--- config.mk ---
export PLATFORM = sky130hd
export DESIGN_NAME = dpa_host
export DESIGN_NICKNAME = d
export VERILOG_FILES = /design/src/inc/dpa_pkg.sv /design/src/logic/dpa_host.sv
export VERILOG_INCLUDE_DIRS = /design/src /design/src/inc
export SDC_FILE = /design/constraint.sdc
export NUM_CORES = 1
export LEC_CHECK = 0
export BUFFER_PORTS_ARGS = -buffer_cell sky130_fd_sc_hd__buf_2
export CAP_MARGIN = 20
export CELL_PAD_IN_SITES_DETAIL_PLACEMENT = 0
export CELL_PAD_IN_SITES_GLOBAL_PLACEMENT = 1
export CORE_MARGIN = 4
export CORE_UTILIZATION = 36
export CTS_CLUSTER_SIZE = 10
export DETAILED_ROUTE_END_ITERATION = 8
export PLACE_DENSITY_LB_ADDON = 0.1
export SYNTH_ARGS = -nofsm -noshare
export SYNTH_HDL_FRONTEND = slang
export SYNTH_SLANG_ARGS = --single-unit
export TNS_END_PERCENT = 30
--- constraint.sdc ---
create_clock -name clk -period 1.7 [get_ports clk]
set_input_delay 0.085 -clock clk [delete_from_list [all_inputs] [get_ports clk]]
set_output_delay 0.085 -clock clk [all_outputs]
set_load 0.03 [all_outputs]
--- src/inc/dpa_defines.svh ---
// constants for the dual-port arbitration host controller
// assumes a 250 MHz clock; every count is derived from its time in ns, the access counts plus the sync stages
`ifndef DPA_DEFINES_SVH
`define DPA_DEFINES_SVH

`define DPA_CLK_PERIOD_PS      32'd4000
`define DPA_CYC_UP(ns)         (((ns) * 32'd1000 + `DPA_CLK_PERIOD_PS - 32'd1) / `DPA_CLK_PERIOD_PS)

// register byte offsets
`define DPA_REG_CTRL           8'h00
`define DPA_REG_ADDR           8'h04
`define DPA_REG_WDATA          8'h08
`define DPA_REG_STATUS         8'h0C
`define DPA_REG_RDATA          8'h10

// ctrl fields
`define DPA_CTRL_GO_BIT        0
`define DPA_CTRL_OP_LSB        1
`define DPA_CTRL_OP_MSB        2

// status fields
`define DPA_STAT_BUSY_BIT      0
`define DPA_STAT_DONE_BIT      1
`define DPA_STAT_COLL_BIT      2
`define DPA_STAT_MBOX_BIT      3

// reset values
`define DPA_ADDR_RST           16'h0000
`define DPA_WDATA_RST          8'h00

// mailbox locations
`define DPA_MBOX_LEFT_ADDR     16'hFFFE
`define DPA_MBOX_RIGHT_ADDR    16'hFFFF

// times in ns and the synchroniser stage count
`define DPA_WR_PULSE_NS        32'd12
`define DPA_BUSY_ACCESS_NS     32'd15
`define DPA_READ_ACCESS_NS     32'd15
`define DPA_WR_HOLD_NS         32'd12
`define DPA_SEM_WR2RD_NS       32'd5
`define DPA_SYNC_STAGES        32'd3

// cycle counts
`define DPA_WR_CYC    ((`DPA_CYC_UP(`DPA_WR_PULSE_NS) > `DPA_CYC_UP(`DPA_BUSY_ACCESS_NS) ? \
	`DPA_CYC_UP(`DPA_WR_PULSE_NS) : `DPA_CYC_UP(`DPA_BUSY_ACCESS_NS)) + `DPA_SYNC_STAGES)
`define DPA_RD_CYC             (`DPA_CYC_UP(`DPA_READ_ACCESS_NS) + `DPA_SYNC_STAGES)
`define DPA_HOLD_CYC           `DPA_CYC_UP(`DPA_WR_HOLD_NS)
`define DPA_RECOV_CYC          `DPA_CYC_UP(`DPA_SEM_WR2RD_NS)

`endif

--- src/inc/dpa_pkg.sv ---
// types for the dual-port arbitration host controller
// assumes nothing beyond the defines header
package dpa_pkg;

	typedef enum logic [1:0] {
		OP_ARRAY_READ  = 2'b00,
		OP_ARRAY_WRITE = 2'b01,
		OP_FLAG_READ   = 2'b10,
		OP_FLAG_WRITE  = 2'b11
	} dpa_op_type;

	typedef enum logic [2:0] {
		ST_IDLE  = 3'b000,
		ST_SETUP = 3'b001,
		ST_ACT   = 3'b010,
		ST_HOLD  = 3'b011,
		ST_RECOV = 3'b100
	} dpa_state_type;

	// pins driven toward the memory port
	typedef struct packed {
		logic [15:0] addr;
		logic        port_sel_n;
		logic        flag_select_n;
		logic        wr_n;
		logic        out_drv_n;
		logic [7:0]  data;
		logic        data_oe;
	} dpa_pin_out_type;

	// pins sampled from the memory port
	typedef struct packed {
		logic        collision_n;
		logic        mailbox_n;
		logic [7:0]  data;
	} dpa_pin_in_type;

endpackage : dpa_pkg

--- src/logic/dpa_host.sv ---
// host controller for one port of the dual-port memory
// assumes a classic wishbone master and the memory pins wired to pin_o / pin_i
//
// Decided for this implementation: the register offsets and the Wishbone interface to the registers.
`timescale 1ns/1ps
`include "dpa_defines.svh"
`default_nettype none

module dpa_host (
	// clock and reset
	input  wire logic                 clk,
	input  wire logic                 rst,
	// wishbone slave
	input  wire logic                 wb_cyc_i,
	input  wire logic                 wb_stb_i,
	input  wire logic                 wb_we_i,
	input  wire logic [7:0]           wb_adr_i,
	input  wire logic [3:0]           wb_sel_i,
	input  wire logic [31:0]          wb_dat_i,
	output var  logic [31:0]          wb_dat_o,
	output var  logic                 wb_ack_o,
	// memory port pins
	output var  dpa_pkg::dpa_pin_out_type pin_o,
	input  wire dpa_pkg::dpa_pin_in_type  pin_i
);

	localparam logic [3:0] WR_CYC    = 4'(`DPA_WR_CYC - 1);
	localparam logic [3:0] RD_CYC    = 4'(`DPA_RD_CYC - 1);
	localparam logic [3:0] HOLD_CYC  = 4'(`DPA_HOLD_CYC - 1);
	localparam logic [3:0] RECOV_CYC = 4'(`DPA_RECOV_CYC - 1);

	dpa_pkg::dpa_pin_in_type  s1_q, s2_q, s3_q, filt_q;
	dpa_pkg::dpa_state_type   state_q;
	dpa_pkg::dpa_op_type      op_q;
	logic [15:0]              addr_q;
	logic [7:0]               wdata_q;
	logic [7:0]               rdata_q;
	logic [3:0]               cnt_q;
	logic                     done_q;
	logic                     coll_q;
	logic                     hit_q;
	logic                     wb_req;
	logic                     go;
	logic                     is_write;
	logic                     is_flag;

	assign wb_req   = wb_cyc_i && wb_stb_i && !wb_ack_o;
	assign go       = wb_req && wb_we_i && wb_sel_i[0] && (wb_adr_i == `DPA_REG_CTRL)
		&& wb_dat_i[`DPA_CTRL_GO_BIT] && (state_q == dpa_pkg::ST_IDLE);
	assign is_write = op_q[0];
	assign is_flag  = op_q[1];

	// pin synchronisers; a change counts once stages two and three agree
	always_ff @(posedge clk) begin
		s1_q <= pin_i;
		s2_q <= s1_q;
		s3_q <= s2_q;
	end

	genvar gi;
	generate
		for (gi = 0; gi < $bits(dpa_pkg::dpa_pin_in_type); gi++) begin : g_filt
			always_ff @(posedge clk) begin
				if (rst) begin
					filt_q[gi] <= 1'b1;
				end else if (s2_q[gi] == s3_q[gi]) begin
					filt_q[gi] <= s3_q[gi];
				end
			end
		end
	endgenerate

	// wishbone: answer one cycle after the request, unmapped reads zero
	always_ff @(posedge clk) begin
		if (rst) begin
			wb_ack_o <= 1'b0;
			wb_dat_o <= 32'h0000_0000;
		end else begin
			wb_ack_o <= wb_req;
			wb_dat_o <= 32'h0000_0000;
			if (wb_req && !wb_we_i) begin
				unique case (wb_adr_i)
					`DPA_REG_CTRL:   wb_dat_o <= {29'h0000_0000, op_q, 1'b0};
					`DPA_REG_ADDR:   wb_dat_o <= {16'h0000, addr_q};
					`DPA_REG_WDATA:  wb_dat_o <= {24'h00_0000, wdata_q};
					`DPA_REG_STATUS: wb_dat_o <= {28'h000_0000, !filt_q.mailbox_n, coll_q,
						done_q, (state_q != dpa_pkg::ST_IDLE)};
					`DPA_REG_RDATA:  wb_dat_o <= {24'h00_0000, rdata_q};
					default:         wb_dat_o <= 32'h0000_0000;
				endcase
			end
		end
	end

	// software registers; changes ignored while an access runs
	always_ff @(posedge clk) begin
		if (rst) begin
			addr_q  <= `DPA_ADDR_RST;
			wdata_q <= `DPA_WDATA_RST;
			op_q    <= dpa_pkg::OP_ARRAY_READ;
		end else if (wb_req && wb_we_i && state_q == dpa_pkg::ST_IDLE) begin
			if (wb_adr_i == `DPA_REG_ADDR && wb_sel_i[0]) begin
				addr_q[7:0] <= wb_dat_i[7:0];
			end
			if (wb_adr_i == `DPA_REG_ADDR && wb_sel_i[1]) begin
				addr_q[15:8] <= wb_dat_i[15:8];
			end
			if (wb_adr_i == `DPA_REG_WDATA && wb_sel_i[0]) begin
				wdata_q <= wb_dat_i[7:0];
			end
			if (wb_adr_i == `DPA_REG_CTRL && wb_sel_i[0]) begin
				op_q <= dpa_pkg::dpa_op_type'(wb_dat_i[`DPA_CTRL_OP_MSB:`DPA_CTRL_OP_LSB]);
			end
		end
	end

	// sticky status; a new go clears, completion can never coincide with go
	always_ff @(posedge clk) begin
		if (rst) begin
			done_q <= 1'b0;
			coll_q <= 1'b0;
		end else if (go) begin
			done_q <= 1'b0;
			coll_q <= 1'b0;
		end else begin
			if (state_q == dpa_pkg::ST_RECOV && cnt_q == 4'h0) begin
				done_q <= 1'b1;
			end
			if (state_q == dpa_pkg::ST_ACT && !filt_q.collision_n) begin
				coll_q <= 1'b1;
			end
		end
	end

	// access sequencer driving the memory pins
	always_ff @(posedge clk) begin
		if (rst) begin
			state_q <= dpa_pkg::ST_IDLE;
			cnt_q   <= 4'h0;
			hit_q   <= 1'b0;
			rdata_q <= 8'h00;
			pin_o   <= '{addr: 16'h0000, port_sel_n: 1'b1, flag_select_n: 1'b1, wr_n: 1'b1,
				out_drv_n: 1'b1, data: 8'h00, data_oe: 1'b0};
		end else begin
			unique case (state_q)
				dpa_pkg::ST_IDLE: begin
					if (go) begin
						state_q <= dpa_pkg::ST_SETUP;
					end
				end
				dpa_pkg::ST_SETUP: begin
					// address moves only with every select high
					pin_o.addr    <= addr_q;
					pin_o.data    <= wdata_q;
					pin_o.data_oe <= is_write;
					hit_q         <= 1'b0;
					cnt_q         <= is_write ? WR_CYC : RD_CYC;
					state_q       <= dpa_pkg::ST_ACT;
				end
				dpa_pkg::ST_ACT: begin
					// select and strobe fall together so outputs stay off
					pin_o.port_sel_n    <= is_flag;
					pin_o.flag_select_n <= !is_flag;
					pin_o.wr_n          <= !is_write;
					// output drive kept high on writes; minimum pulse then suffices
					pin_o.out_drv_n     <= is_write;
					if (!filt_q.collision_n) begin
						// strobe held while the port is blocked
						hit_q <= 1'b1;
						if (!is_write) begin
							cnt_q <= RD_CYC;
						end
					end else if (cnt_q != 4'h0) begin
						cnt_q <= cnt_q - 4'h1;
					end else if (is_write && hit_q) begin
						cnt_q   <= HOLD_CYC;
						state_q <= dpa_pkg::ST_HOLD;
					end else begin
						// flag read shows the flag on every pin
						if (!is_write) begin
							rdata_q <= filt_q.data;
						end
						cnt_q   <= RECOV_CYC;
						state_q <= dpa_pkg::ST_RECOV;
						pin_o.wr_n          <= 1'b1;
						pin_o.out_drv_n     <= 1'b1;
						pin_o.port_sel_n    <= 1'b1;
						pin_o.flag_select_n <= 1'b1;
					end
				end
				dpa_pkg::ST_HOLD: begin
					// deferred write completes after collision release
					if (cnt_q != 4'h0) begin
						cnt_q <= cnt_q - 4'h1;
					end else begin
						cnt_q               <= RECOV_CYC;
						state_q             <= dpa_pkg::ST_RECOV;
						pin_o.wr_n          <= 1'b1;
						pin_o.port_sel_n    <= 1'b1;
						pin_o.flag_select_n <= 1'b1;
					end
				end
				dpa_pkg::ST_RECOV: begin
					// gap also covers flag write-to-read spacing
					pin_o.data_oe <= 1'b0;
					if (cnt_q != 4'h0) begin
						cnt_q <= cnt_q - 4'h1;
					end else begin
						state_q <= dpa_pkg::ST_IDLE;
					end
				end
				default: begin
					state_q <= dpa_pkg::ST_IDLE;
				end
			endcase
		end
	end

endmodule : dpa_host

`default_nettype wire

==> key figures <==
Synth
  • #FFs+latches synth: 130
  • Number of synthesized flops with an enable pin: 0
  • Top cell type's share of synthesized area: 51.81%
  • Synth area leader: dfxtp_1
  • Ys flop type: dfxtp_1
  • Avg Cell Area, Syn: 9.587 sq um
  • Yosys warning total: 0
  • Top-count cell post-synth: dfxtp_1
  • Cells after Synth: 524
  • Area contributors post-synth: dfxtp_1, mux2i_1, nand2b_1
  • Syn Std Cell Area: 5024 sq um
  • Sequential area share after synthesis: 51.81%
  • FFs w/ async S/R, synth: 0%
  • Top post-synthesis cells by count: dfxtp_1, nand2_1, a21oi_1
  • Count of cell types in the netlist: 52

Clock network
  • Clock-pin slew on the worst setup and hold paths: 0.06 ns
  • Clock Path Buffers: 2
  • H-tree depth: 4
  • Clk sinks: 130
  • Num CTS Buffers: 17
  • Clk root buf: clkbuf_16
  • TritonCTS clock tree: yes
  • Worst skew pair latency: 0.41 ns

Cells and area
  • Final design utilization: 50.21%
  • Layout area overhead: 34.47%
  • Layout cells sized above 1: 27.41%
  • Total Nets Final: 722
  • # diodes: 0

Detailed routing
  • DR pass1 iterations: 4
  • DRC Markers: 0
  • DR WL/cell: 14.15 microns
  • WL final: 12,040 microns
  • 1st-iter DRT viols: 155
  • DR vias: 3,977
  • Antenna Nets Post-Route: 0
  • Via/cell ratio: 4.673

STA
  • Period utilisation layout: 96.05%
  • Final setup viols: 0
  • Final Hold Fails: 0
  • Final Max Tran Viols: 0
  • Hold WS: 0.05226 ns
  • Skew final: 0.006965 ns
  • Unrepaired setup endpoints after global routing: yes
  • Post-layout min period: 1.633 ns
  • Relative max-transition margin: 56.51%
  • Peak Freq: 612.5 MHz
  • Worst Tran Pin Value: 0.6473 ns
  • Final setup TNS: 0 ns

Place
  • Detailed Place HPWL: 8405 microns
  • Routability Congestion: 0.7710
  • Port Buffers: 86

Die
  • Initial Util: 37.34%
  • Die area: 15,910 sq um
  • Core area: 13,450 sq um
  • Std cell rows: 42
  • Io pins: 121
  • Die width: 126.1 microns
  • Die extent in y: 126.1 microns

Pwr
  • Leakage: 2.845 nW
  • Power density cells: 1050 nW/um^2
  • Worst IR Drop VDD: 0.7014 mV
  • Final Power: 7.094 mW

Run
  • Max-Cap Viols: 0

Run status
  • Status: completed

GRT
  • First-pass GRT wire length: 19,950 microns
  • Met2 usage: 24.51%
  • Vias in the first global route: 3,921
  • Grt ovf: 0
  • GRT Resource Usage Total: 15.75%
  • Pin count of the biggest net entering global routing: 101
  • Initial antenna violation count: 0
  • Met1 usage: 20.93%
  • Grt peak-use layer: met2
  • GR Layer Usage met3: 4.699%

Worst setup path
  • Worst R2R End: cnt_q[0]$_SDFFE_PP0P_
  • Crit Path Category: register to register
  • Critical Path Start: cnt_q[0]$_SDFFE_PP0P_
  • Critical R2R Launch: cnt_q[0]$_SDFFE_PP0P_
  • CP Capture Type: register
  • Capture point of the critical path: cnt_q[0]$_SDFFE_PP0P_
  • R2R setup slack: 0.07 ns
  • CP max FO: 5
  • Reg2Reg Depth: 5
  • CP Data Required Time: 2.01 ns
  • Nature of the critical path startpoint: register
  • Arr. time, crit path: 1.94 ns

Hold path
  • Hold Crit Class: input pin to register
-- sequential cells by signal (all words and copies together) (netlist names) --
| register | count |
|---|---|
| coll_q | 1 |
| cnt_q | 4 |
| wb_ack_o | 1 |
| pin_o | 29 |
| filt_q | 10 |
| rdata_q | 8 |
| op_q | 2 |
| wb_dat_o | 16 |
| s3_q | 10 |
| done_q | 1 |
| s2_q | 10 |
| addr_q | 16 |
| wdata_q | 8 |
| hit_q | 1 |
| state_q | 3 |
| s1_q | 10 |
-- layout make-up --
class	instances	area (sq um)
clock buffers	20	456.7
inverters	6	22.52
fillers	1273	6698
multi-input cells	358	2267
repair buffers	149	1035
flip-flops and latches	130	2609
clock inverters	12	145.1
well taps	176	220.2
-- stage by stage --
step,worst slack [ns],instance area (sq um),instances
final,0.06723,6755,851
after global routing,-0.02126,6755,851
after CTS,0.008830,6685,848
after detailed placement,-0.1038,5794,789
after global placement,0.0004314,5794,789
after floorplan,0.04923,5082,539
-- worst max-delay path, stage by stage, from the launching register on --
cell and delay, ns:
dfxtp_2 0.33, inv_2 0.06, ha_4 0.15, or3b_4 0.40, o311a_1 0.31, a2111oi_2 0.27
-- worst min-delay path by stage --
stage,depth (start not counted),slack [ns],from,to
2_1_floorplan,0,0.11,pin_i[0],s1_q[0]$_DFF_P_
3_3_place_gp,1,0.19,pin_i[5],s1_q[5]$_DFF_P_
3_5_place_dp,1,0.19,pin_i[7],s1_q[7]$_DFF_P_
4_1_cts,3,0.04,wb_dat_i[1],addr_q[1]$_SDFFE_PP0P_
5_1_grt,3,0.09,wb_dat_i[1],wdata_q[1]$_SDFFE_PP0P_
6_report,3,0.05,wb_dat_i[1],addr_q[1]$_SDFFE_PP0P_
-- cell usage in the layout, fill, tap and decap left out, drive strengths merged, types with 2 or more instances in the layout --
cell type    synthesis  routed
a211oi               5       5
nor2b                6       6
a31oi                2       2
o21bai              13      13
or2                  2       2
nand2               55      55
clkinvlp             0       2
a22oi                5       5
buf                 31     123
and2                 3       3
nand4                2       2
dlygate4sd3          0      26
inv                  6      11
nor4                 3       3
or3b                 2       2
nand2b              45      45
dfxtp              130     130
nor2                40      40
clkbuf              14      20
mux2i               40      40
nand3b               2       2
o22ai                2       2
and3                12      12
conb                 1      16
bufinv               0       2
a22o                 4       4
clkinv               0       3
a2bb2oi              3       3
a21oi               49      49
nor3                12      12
o21ai               12      12
nor3b                7       7
nand3                2       2
-- kinds of logic (layout without fill, tap and decap cells) --
group	count (synthesis)	count (layout)	share of synthesized area [%]
simple gates	199	199	21.82
flops	130	130	51.81
compound gates	102	102	12.55
buf+inv	51	187	5.529
mux	40	40	7.970
fa+ha+maj	1	1	0.2490
other cells	1	16	0.07465
-- timing repair --
action / 4_1_cts / 5_1_grt
hold endpoints to repair: 32 / 0
pin swaps: 0 / 1
setup endpoints to repair: 12 / 22
resized for setup: 5 / 14
buffers inserted: 1 / 3
hold buffers: 26 / 0
-- report_power, final --
part	total [mW]	internal (mW)	switching [mW]
clock network	3.64	2.27	1.38
logic	0.321	0.146	0.175
registers	3.13	3.10	0.0271
total	7.09	5.51	1.58
-- per-layer routing --
layer / wire [microns] / up-vias / part of all wire [%]
li1: - / 2038 / -
met1: 5769 / 1814 / 48
met2: 5514 / 117 / 46
met3: 651 / 8 / 5.4
met4: 104 / 0 / 0.86
met5: 0 / - / 0
No activity file was read; power rests on OpenSTA's default activity.
